File: config.mk
export PLATFORM = sky130hd
export DESIGN_NAME = rps_pin_map
export DESIGN_NICKNAME = d
export VERILOG_FILES = /design/src/rps_out_sel.v /design/src/rps_pin_map.v
export VERILOG_INCLUDE_DIRS = /design/src
export SDC_FILE = /design/constraint.sdc
export NUM_CORES = 1
export LEC_CHECK = 0
export BUFFER_PORTS_ARGS = -buffer_cell sky130_fd_sc_hd__buf_4
export CORE_MARGIN = 2
export CORE_UTILIZATION = 60
export DETAILED_ROUTE_END_ITERATION = 10
export PLACE_DENSITY = 0.9
export REMOVE_ABC_BUFFERS = 1
export SYNTH_ARGS = -nofsm -noshare
export SYNTH_HDL_FRONTEND = slang
export SYNTH_SLANG_ARGS = --single-unit
File: constraint.sdc
create_clock -name CORE_CLK -period 4.8 [get_ports CORE_CLK]
set_input_delay 0.96 -clock CORE_CLK [delete_from_list [all_inputs] [get_ports CORE_CLK]]
set_output_delay 0.96 -clock CORE_CLK [all_outputs]
set_load 0.03 [all_outputs]
File: src/rps_defs.vh
// Purpose: constants for the remappable output pin select block
// Assumes: included by every design file of the block
// Notes:   one pair of selector fields per map register
`ifndef RPS_DEFS_VH
`define RPS_DEFS_VH
// ------------------------------------------------------------
// sizes
// ------------------------------------------------------------
`define RPS_SEL_W        5
`define RPS_NUM_PINS     26
`define RPS_NUM_OUT_REGS 13
`define RPS_NUM_IN_FLDS  16
`define RPS_NUM_IN_REGS  8
`define RPS_SRC_W        23
// ------------------------------------------------------------
// field layout and reset values
// ------------------------------------------------------------
`define RPS_FLD0_LSB     0
`define RPS_FLD1_LSB     8
`define RPS_OUT_RESET    5'h00
`define RPS_IN_RESET     5'h1f
// ------------------------------------------------------------
// write targets
// ------------------------------------------------------------
`define RPS_TGT_OSC      2'h0
`define RPS_TGT_OUT      2'h1
`define RPS_TGT_IN       2'h2
// ------------------------------------------------------------
// lock key
// ------------------------------------------------------------
`define RPS_KEY_FIRST    8'h46
`define RPS_KEY_SECOND   8'h57
`define RPS_LOCK_BIT     6
// ------------------------------------------------------------
// output function codes
// ------------------------------------------------------------
`define RPS_CODE_NULL    5'h00
`define RPS_CODE_CMP_A   5'h01
`define RPS_CODE_SPI_LO  5'h0c
`define RPS_CODE_OC_LO   5'h12
`define RPS_CODE_OC_HI   5'h16
`endif

File: src/rps_out_sel.v
// Purpose: one pin's output selector
// Assumes: src bit n carries the peripheral output of function code n
// Notes:   purely combinational, registered by the caller
`timescale 1ns/1ns
`include "rps_defs.vh"
module rps_out_sel (
   input  wire [`RPS_SEL_W-1:0] sel,
   input  wire [`RPS_SRC_W-1:0] src,
   output wire                  drive,
   output wire                  active
);
   // ------------------------------------------------------------
   // code decode
   // ------------------------------------------------------------
   function is_listed;
      input [`RPS_SEL_W-1:0] code;
      begin
         is_listed = ((code >= `RPS_CODE_CMP_A) && (code <= `RPS_CODE_SPI_LO)) ||
                     ((code >= `RPS_CODE_OC_LO) && (code <= `RPS_CODE_OC_HI));
      end
   endfunction

   assign active = is_listed(sel); // (RULE2) (RULE6)
   // one code per pin, so two outputs can never meet on a pin
   assign drive  = active & src[sel]; // (RULE1) (RULE8)
endmodule

File: src/rps_pin_map.v
// Purpose: remappable pin output select, input map, lock and shadow monitor
// Assumes: software writes arrive as single-cycle strobes on CORE_CLK
// Notes:   pins and the one-way option come from outside, so they are synchronised
`timescale 1ns/1ns
`include "rps_defs.vh"

// Contract
// (RULE1) each pin has a 5-bit output selector, two fields per map register
// (RULE2) selector zero leaves the pin undriven and its remap output off
// (RULE3) codes 1-6 route comparators a,b and uart a,b tx and rts
// (RULE4) codes 7-12 route spi a then spi b data, clock, select
// (RULE5) codes 18-22 route compare outputs 1 to 5
// (RULE6) unlisted codes act like the null choice
// (RULE7) all output selectors reset to null
// (RULE8) no pin contention on inputs or outputs, no other lockout
// (RULE9) one pin may feed many inputs, one output many pins
// (RULE10) map writes while locked complete but change nothing
// (RULE11) map lock is bit 6 of the oscillator control register
// (RULE12) software writes 46h then 57h, then lock change in one write
// (RULE13) lock write not right after both keys leaves lock unchanged
// (RULE14) lock keeps its value until the next valid key sequence
// (RULE15) shadow copies of map registers raise a mismatch reset on difference
// (RULE16) with one-way option, a set lock cannot be cleared until reset
// (RULE17) map lock resets cleared
// (RULE18) input selectors reset to all ones, pin 31
module rps_pin_map (
   input  wire                        CORE_CLK,
   input  wire                        NRST,
   input  wire                        WR_STROBE,
   input  wire [1:0]                  WR_TARGET,
   input  wire [3:0]                  WR_INDEX,
   input  wire [15:0]                 WR_DATA,
   input  wire                        ONE_WAY_LOCK_OPTION,
   input  wire [`RPS_NUM_PINS-1:0]    PIN_IN,
   input  wire                        COMPARATOR_A_OUT,
   input  wire                        COMPARATOR_B_OUT,
   input  wire                        UART_A_TX,
   input  wire                        UART_A_RTS,
   input  wire                        UART_B_TX,
   input  wire                        UART_B_RTS,
   input  wire                        SPI_A_DATA_OUT,
   input  wire                        SPI_A_CLOCK_OUT,
   input  wire                        SPI_A_SELECT_OUT,
   input  wire                        SPI_B_DATA_OUT,
   input  wire                        SPI_B_CLOCK_OUT,
   input  wire                        SPI_B_SELECT_OUT,
   input  wire                        COMPARE_OUT_1,
   input  wire                        COMPARE_OUT_2,
   input  wire                        COMPARE_OUT_3,
   input  wire                        COMPARE_OUT_4,
   input  wire                        COMPARE_OUT_5,
   output reg  [`RPS_NUM_PINS-1:0]    PIN_OUT,
   output reg  [`RPS_NUM_PINS-1:0]    PIN_OE_N,
   output reg  [`RPS_NUM_IN_FLDS-1:0] PERIPH_IN,
   output reg                         MAP_LOCK,
   output reg                         MISMATCH_RESET
);
   // ------------------------------------------------------------
   // key sequence states
   // ------------------------------------------------------------
   localparam [1:0] KEY_IDLE  = 2'h0;
   localparam [1:0] KEY_FIRST = 2'h1;
   localparam [1:0] KEY_READY = 2'h2;

   reg  [`RPS_SEL_W-1:0]      out_sel    [0:`RPS_NUM_PINS-1];
   reg  [`RPS_SEL_W-1:0]      out_shadow [0:`RPS_NUM_PINS-1];
   reg  [`RPS_SEL_W-1:0]      in_sel     [0:`RPS_NUM_IN_FLDS-1];
   reg  [`RPS_SEL_W-1:0]      in_shadow  [0:`RPS_NUM_IN_FLDS-1];
   reg  [1:0]                 key_state;
   reg  [1:0]                 next_key_state;
   reg                        next_lock;
   reg                        one_way_meta;
   reg                        one_way;
   reg  [`RPS_NUM_PINS-1:0]   pin_meta;
   reg  [`RPS_NUM_PINS-1:0]   pin_sync;
   reg                        next_mismatch;
   reg  [`RPS_NUM_IN_FLDS-1:0] next_periph_in;
   wire [`RPS_SRC_W-1:0]      src;
   wire [`RPS_NUM_PINS-1:0]   pin_drive;
   wire [`RPS_NUM_PINS-1:0]   pin_active;
   wire [7:0]                 osc_low;
   wire                       osc_wr;
   wire                       map_wr_ok;
   integer                    i;
   // own loop index, so the combinational process shares no variable
   integer                    k;

   assign osc_low   = WR_DATA[7:0];
   assign osc_wr    = WR_STROBE && (WR_TARGET == `RPS_TGT_OSC);
   assign map_wr_ok = WR_STROBE && !MAP_LOCK; // (RULE10)

   // ------------------------------------------------------------
   // source vector, bit index equals function code
   // ------------------------------------------------------------
   assign src = {COMPARE_OUT_5, COMPARE_OUT_4, COMPARE_OUT_3, COMPARE_OUT_2,
                 COMPARE_OUT_1, 5'h00,
                 SPI_B_SELECT_OUT, SPI_B_CLOCK_OUT, SPI_B_DATA_OUT,
                 SPI_A_SELECT_OUT, SPI_A_CLOCK_OUT, SPI_A_DATA_OUT,
                 UART_B_RTS, UART_B_TX, UART_A_RTS, UART_A_TX,
                 COMPARATOR_B_OUT, COMPARATOR_A_OUT, 1'b0}; // (RULE3) (RULE4) (RULE5)

   // ------------------------------------------------------------
   // per-pin selectors
   // ------------------------------------------------------------
   genvar g;
   generate
      for (g = 0; g < `RPS_NUM_PINS; g = g + 1) begin : pin
         rps_out_sel u_sel (
            .sel    (out_sel[g]),
            .src    (src),
            .drive  (pin_drive[g]),
            .active (pin_active[g])
         );
      end
   endgenerate

   // ------------------------------------------------------------
   // synchronisers
   // ------------------------------------------------------------
   always @(posedge CORE_CLK or negedge NRST) begin
      if (!NRST) begin
         one_way_meta <= 1'b0;
         one_way      <= 1'b0;
         pin_meta     <= {`RPS_NUM_PINS{1'b0}};
         pin_sync     <= {`RPS_NUM_PINS{1'b0}};
      end else begin
         one_way_meta <= ONE_WAY_LOCK_OPTION;
         one_way      <= one_way_meta;
         pin_meta     <= PIN_IN;
         pin_sync     <= pin_meta;
      end
   end

   // ------------------------------------------------------------
   // key sequence and lock
   // ------------------------------------------------------------
   always @* begin
      next_key_state = key_state;
      next_lock      = MAP_LOCK;
      if (WR_STROBE) begin
         // any other write in between breaks the sequence
         next_key_state = KEY_IDLE;
         if (osc_wr) begin
            case (key_state)
               KEY_IDLE: begin
                  if (osc_low == `RPS_KEY_FIRST)
                     next_key_state = KEY_FIRST; // (RULE12)
               end
               KEY_FIRST: begin
                  if (osc_low == `RPS_KEY_SECOND)
                     next_key_state = KEY_READY; // (RULE12)
                  else if (osc_low == `RPS_KEY_FIRST)
                     next_key_state = KEY_FIRST;
               end
               KEY_READY: begin
                  if (!(one_way && MAP_LOCK))
                     next_lock = osc_low[`RPS_LOCK_BIT]; // (RULE11) (RULE13) (RULE16)
               end
               default: begin
                  next_key_state = KEY_IDLE;
               end
            endcase
         end
      end
   end

   always @(posedge CORE_CLK or negedge NRST) begin
      if (!NRST) begin
         key_state <= KEY_IDLE;
         MAP_LOCK  <= 1'b0; // (RULE17)
      end else begin
         key_state <= next_key_state;
         MAP_LOCK  <= next_lock; // (RULE14)
      end
   end

   // ------------------------------------------------------------
   // map registers and shadows
   // ------------------------------------------------------------
   // both copies take the same legal write, so only an upset can split them
   always @(posedge CORE_CLK or negedge NRST) begin
      if (!NRST) begin
         for (i = 0; i < `RPS_NUM_PINS; i = i + 1) begin
            out_sel[i]    <= `RPS_OUT_RESET; // (RULE7)
            out_shadow[i] <= `RPS_OUT_RESET;
         end
         for (i = 0; i < `RPS_NUM_IN_FLDS; i = i + 1) begin
            in_sel[i]    <= `RPS_IN_RESET; // (RULE18)
            in_shadow[i] <= `RPS_IN_RESET;
         end
      end else if (map_wr_ok) begin
         if ((WR_TARGET == `RPS_TGT_OUT) && (WR_INDEX < `RPS_NUM_OUT_REGS)) begin
            out_sel[{WR_INDEX, 1'b0}] <= WR_DATA[`RPS_FLD0_LSB +: `RPS_SEL_W]; // (RULE1)
            out_sel[{WR_INDEX, 1'b1}] <= WR_DATA[`RPS_FLD1_LSB +: `RPS_SEL_W];
            out_shadow[{WR_INDEX, 1'b0}] <= WR_DATA[`RPS_FLD0_LSB +: `RPS_SEL_W];
            out_shadow[{WR_INDEX, 1'b1}] <= WR_DATA[`RPS_FLD1_LSB +: `RPS_SEL_W];
         end
         if ((WR_TARGET == `RPS_TGT_IN) && (WR_INDEX < `RPS_NUM_IN_REGS)) begin
            in_sel[{WR_INDEX[2:0], 1'b0}] <= WR_DATA[`RPS_FLD0_LSB +: `RPS_SEL_W];
            in_sel[{WR_INDEX[2:0], 1'b1}] <= WR_DATA[`RPS_FLD1_LSB +: `RPS_SEL_W];
            in_shadow[{WR_INDEX[2:0], 1'b0}] <= WR_DATA[`RPS_FLD0_LSB +: `RPS_SEL_W];
            in_shadow[{WR_INDEX[2:0], 1'b1}] <= WR_DATA[`RPS_FLD1_LSB +: `RPS_SEL_W];
         end
      end
   end

   // ------------------------------------------------------------
   // input routing and monitor
   // ------------------------------------------------------------
   always @* begin
      next_mismatch  = 1'b0;
      next_periph_in = {`RPS_NUM_IN_FLDS{1'b0}};
      for (k = 0; k < `RPS_NUM_PINS; k = k + 1) begin
         if (out_sel[k] != out_shadow[k])
            next_mismatch = 1'b1; // (RULE15)
      end
      for (k = 0; k < `RPS_NUM_IN_FLDS; k = k + 1) begin
         if (in_sel[k] != in_shadow[k])
            next_mismatch = 1'b1; // (RULE15)
         // a missing pin, such as 31, reads low
         if (in_sel[k] < `RPS_NUM_PINS)
            next_periph_in[k] = pin_sync[in_sel[k]]; // (RULE8) (RULE9)
      end
   end

   // ------------------------------------------------------------
   // registered outputs
   // ------------------------------------------------------------
   always @(posedge CORE_CLK or negedge NRST) begin
      if (!NRST) begin
         PIN_OUT        <= {`RPS_NUM_PINS{1'b0}};
         PIN_OE_N       <= {`RPS_NUM_PINS{1'b1}};
         PERIPH_IN      <= {`RPS_NUM_IN_FLDS{1'b0}};
         MISMATCH_RESET <= 1'b0;
      end else begin
         PIN_OUT        <= pin_drive; // (RULE9)
         PIN_OE_N       <= ~pin_active; // (RULE2) (RULE6)
         PERIPH_IN      <= next_periph_in;
         MISMATCH_RESET <= next_mismatch;
      end
   end
endmodule

* Word level (Yosys, flattened, before mapping) *
Index checks and enable logic that the tools add are counted.

storage, ports and cells
  input bits = 69
  bits in registers = 546
  output and inout port bits = 70
  word-level logic and storage cells = 601

operators by class
  equality and inequality tests = 48
  muxes and demuxes = 162
  reductions and logical operators = 93
  magnitude comparators = 172
  bitwise logic cells = 32

operator list
  cell                                                                number
  bitwise mux 130 bit                                                 4
  bitwise mux 80 bit                                                  4
  < comparator 5 x 6 -> 1 bit (second input constant)                 42
  binary-select mux 1 bit (select 5 bit)                              42
  != test 5 bit                                                       42
  greater-or-equal comparator 5 bit (second input constant)           28
  greater-or-equal comparator 5 x 1 -> 1 bit (second input constant)  26
  less-or-equal comparator 5 x 4 -> 1 bit (second input constant)     26
  less-or-equal comparator 5 bit (second input constant)              26
  two-way mux 1 bit                                                   101
  < comparator 5 bit (second input constant)                          16
  logical AND 1 bit                                                   61
  demux 5 bit (select 5 bit)                                          2
  demux 5 bit (select 4 bit)                                          2
  bitwise AND 1 bit                                                   26
  logical OR 1 bit                                                    26
  inverter 26 bit                                                     1
  two-way mux 5 bit                                                   4
  == test 8 x 7 -> 1 bit (second input constant)                      2
  greater-or-equal comparator 6 bit (second input constant)           2
  < comparator 6 x 1 -> 1 bit (second input constant)                 2
  inverter 5 -> 6 bit                                                 2
  < comparator 5 x 1 -> 1 bit (second input constant)                 2
  inverter 4 -> 5 bit                                                 2
  10 further kinds                                                    16

* Logic depth before layout (Yosys ltp) *
  depth after elaboration = 43
  mapped depth = 8
  gate-level depth less buffers = 5

* Modules after synthesis *
A second synthesis with hierarchy kept.

second synthesis, totals
  cell total of the unflattened synthesis = 1605
  area, all modules = 21829.7 µm²

by module, submodules not included
  module       cells each  times used  sequential area each (µm²)  area each (µm²)
  rps_pin_map  981         1           8515.7                      15323.4
  rps_out_sel  24          26          0.0                         250.2

* Least setup slack after synthesis *
OpenSTA, ideal clock, no wires.

  path type = input -> register
  start point = input WR_STROBE
  end point = register out_sel[74] (netlist bit)
  required time = 4.675 ns
  arrival = 2.140 ns
  cell stages on the path = 7
  setup time = 0.125 ns
  setup slack = 2.535 ns
  cell sequence = nand2b_4 nor4b_2 buf_4 and4b_1 buf_6 buf_12 mux2_4

between the ends
  longest elaborated chain between the ends = 2

ends and longest elaborated chain
  what                             line               source
  from (decl)                      rps_pin_map.v:29   input wire WR_STROBE,
  logical AND 1 bit                rps_pin_map.v:90   assign map_wr_ok = WR_STROBE && !MAP_LOCK;
  AND reduction 2 bit (no line)    --
  to (signal, indexed assignment)  rps_pin_map.v:184  out_sel[i] <= `RPS_OUT_RESET;
  to (signal, indexed assignment)  rps_pin_map.v:193  out_sel[{WR_INDEX, 1'b0}] <= WR_DATA[`RPS_FLD0_LSB +: `RPS_SEL_W];
  to (signal, indexed assignment)  rps_pin_map.v:194  out_sel[{WR_INDEX, 1'b1}] <= WR_DATA[`RPS_FLD1_LSB +: `RPS_SEL_W];
  to (decl)                        rps_pin_map.v:65   reg [`RPS_SEL_W-1:0] out_sel [0:`RPS_NUM_PINS-1];

No other way between the ends.
A chain may end at the register's enable or synchronous reset.

* Worst setup path in the final report *
  start point = input WR_STROBE
  end point = register out_sel[76] (netlist bit)

Same word-level chain as after synthesis.

==> results by group <==
Run status
  – Status: completed

Place
  – Detailed placement HPWL: ~33 mm
  – Placed cell areas: 0.0217 mm²
  – IO Port Bufs: about 130
  – DP Worst Slack: slightly below 2 ns
  – Routability Congestion: between 0.8 and 0.9

Pwr
  – Sw Ratio: 0.329
  – PwrDens: between 400 and 500 mW/mm²
  – Switching Power: 3.19 mW
  – Comb power frac: 0.262
  – Leakage Power: slightly above 9 nW
  – P_int: 6.50 mW
  – Clk network pwr share: 0.310
  – Maximum vdd drop: approximately 0.35 mV
  – Seq pwr share: 0.428

Clocking
  – # clock sinks: between 300 and 400
  – Hold-fix buffers, CTS: 0
  – PostCTS Resize Cnt: 0
  – Root buffer cell: clkbuf_16
  – H-Tree Depth: 2
  – CTS max path bufs: 3
  – Setup bufs post-CTS: 0
  – CTS buffer count: 37
  – CTS tree: yes
  – Clock Pin Slew Worst Setup and Hold Paths: 0.06 ns
  – Worst-skew pair later-pin latency: roughly 0.54 ns

Layout
  – Share of cells above drive strength 1: 0.373
  – # nets final: roughly 1,800
  – Final instance area: about 0.023 mm²
  – Post-layout util: 0.667
  – Ant. Diodes: 0
  – Syn-to-layout area delta: 9.38%

Detailed routing
  – Avg WL per Cell: 26.2 µm
  – Iter 0 DRT Violations: 2,408
  – Drt total wl: between 50 and 60 mm
  – DRT antenna net count: 0
  – Avg Vias per Cell: around 7.2
  – Routed via count: roughly 16,000
  – DRC violations left: 0
  – Pre-antenna DRT Iters: 7

Synth
  – Post-synth top flop: dfrtp_1
  – Syn avg cell area: 11.6 µm²
  – Number of synthesis warnings: 0
  – Synthesized area: between 0.02 and 0.025 mm²
  – EDFF count, synth: 0
  – Commonest cells in the synthesized netlist: dfrtp_1, mux2_2, mux2i_1
  – Sequential element share of the synthesized area: 0.405
  – Most frequent cell after synthesis: dfrtp_1
  – Synth top area share: 0.272
  – Cells after Synth: 1,809
  – Ys async rst share: 1.00
  – Top cells by area, synth: dfrtp_1, dfstp_2, mux2_2
  – Yosys top cell by area: dfrtp_1
  – Yosys reg bits: 335
  – Distinct cells, synth: 66

Critical path
  – Worst Path Max Fanout: 13
  – Crit path from: WR_STROBE
  – Worst path required time: about 5.2 ns
  – Worst r2r dst: out_sel[76]
  – Worst setup path category: primary input to flop
  – R2R cell count: 5
  – Critical Path Sink Type: flop
  – Startpoint Class: primary input
  – RR Startpoint: MAP_LOCK
  – R2R Setup Slk: between 2 and 3 ns
  – CP arrival: approximately 2.7 ns

Die
  – Initial core utilization: 0.609
  – Core Footprint: ~0.035 mm²
  – Die ar.: 0.0366 mm²
  – Die Span Y: about 190 µm
  – IO Pins: 139
  – Cell row count: between 60 and 70
  – Die width: between 150 and 200 µm

Timing
  – Clock skew: between 0.02 and 0.03 ns
  – Sum Neg Setup Slack: 0 ns
  – Setup-failing EPs final: 0
  – Post-route clock period utilization: 0.477
  – Final Worst Setup Slack: approximately 2.5 ns
  – Peak Freq: between 400 and 500 MHz
  – Max-slew headroom: 0.401
  – Unrepaired setup endpoints after global routing: no
  – Actual slew at the worst max-slew pin: 0.898 ns
  – Final Hold Viols: 0
  – Max-slew violation count: 0
  – Post-route minimum period: approximately 2.3 ns
  – Min Hold Slack: 0.346 ns

Flow run
  – Max_cap viols: 0

GRT
  – GRT Util Overall: 0.322
  – First-pass GRT wire length: slightly above 90 mm
  – Largest net degree at the start of global routing: 116
  – Vias in the first global route: 16,400
  – Grt total ovfl: 0
  – Antenna violations before repair: 2

Worst hold path
  – Min-delay src: one_way_meta
  – Hold Path Class: flop to flop
  – Hold endpoint: one_way
  – Hold path depth: 0
-- critical path: stages --
cell	delay [ns]
buf_4	0.11
nand2b_4	0.07
nor4b_2	0.21
buf_4	0.27
and4b_1	0.66
mux2_2	0.41
-- per-stage QoR --
| step | power, mW | instances |
|---|---|---|
| floorplan | 5.68 | 1595 |
| CTS | 9.69 | 2257 |
| global placement | 6.50 | 2190 |
| global route | 10.1 | 2257 |
| detailed placement | 6.65 | 2190 |
| finish | 9.69 | 2257 |
-- routing by layer --
| metal | global-route usage | part of all wire | up-vias |
|---|---|---|---|
| met5 | 0 | 0.00056 | - |
| met2 | 0.514 | 0.47 | 1282 |
| met4 | 0.155 | 0.053 | 4 |
| met3 | 0.0879 | 0.13 | 298 |
| met1 | 0.408 | 0.35 | 7970 |
| li1 | - | - | 6760 |
-- placed cells by master (no fill, tap or decap), types with 10 or more instances in the layout --
| cell | netlist | layout |
|---|---|---|
| nor2_1 | 80 | 80 |
| o211a_1 | 12 | 12 |
| o21bai_1 | 13 | 13 |
| a311oi_1 | 21 | 21 |
| a2111oi_0 | 16 | 16 |
| dfrtp_1 | 229 | 229 |
| dfstp_2 | 106 | 106 |
| o22ai_1 | 11 | 11 |
| clkbuf_16 | 0 | 38 |
| mux2_2 | 227 | 227 |
| nand2_2 | 17 | 17 |
| mux4_1 | 19 | 19 |
| mux2i_1 | 149 | 149 |
| a31oi_1 | 13 | 13 |
| nor3_1 | 23 | 23 |
| a21o_1 | 10 | 10 |
| nand4b_1 | 15 | 15 |
| nand2_1 | 66 | 66 |
| nand3b_1 | 45 | 45 |
| nand3_1 | 21 | 21 |
| a221o_1 | 13 | 13 |
| nor2b_1 | 26 | 26 |
| a21oi_1 | 79 | 79 |
| o211ai_1 | 24 | 24 |
| mux4_2 | 100 | 100 |
| buf_4 | 11 | 137 |
| nor3b_1 | 12 | 12 |
| clkbuf_8 | 0 | 10 |
| inv_1 | 52 | 52 |
| o21ai_0 | 88 | 88 |
-- state kept, by name (all words and copies together), names as in the netlist, 2 cells and up --
signal / cells
out_sel: 130
in_sel: 80
PERIPH_IN: 16
pin_meta: 26
PIN_OUT: 26
pin_sync: 26
key_state: 2
PIN_OE_N: 26
-- power groups by stage --
stage	combinational [mW]	sequential [mW]	clock [mW]
finish	2.54	4.15	3.01
global route	2.70	4.21	3.17
CTS	2.53	4.11	3.05
detailed placement	2.50	4.15	0
global placement	2.40	4.10	0
floorplan	1.32	4.36	0
-- cells by family (layout without fill, tap and decap cells) --
family          count (synthesis)  count (layout)  share of synthesized area
mux                           502             502                      0.327
other cells                     1               1                   0.000178
compound gates                372             372                      0.123
simple gates                  333             333                     0.0891
buf+inv                       266             259                     0.0561
flops                         335             335                      0.405
-- worst max path at each step --
stage                     slack, ns           to  depth (start not counted)
after CTS                      2.52  out_sel[76]                          6
after detailed placement       1.96  out_sel[76]                          6
after floorplan                1.92  out_sel[72]                          4
after global placement         2.01  out_sel[72]                          6
final                          2.51  out_sel[76]                          6
after global routing           2.46  out_sel[76]                          6
-- cell type report --
type                       instances  area, µm²
tap                              455        569
timing repair buffer             140       1080
inverter                          52        195
multi-input combinational       1208      11400
fill                            2380      11500
clock buffer                      53       1110
sequential                       335       8520
clock inverter                    14        199
(Power assumes the default switching activity.)
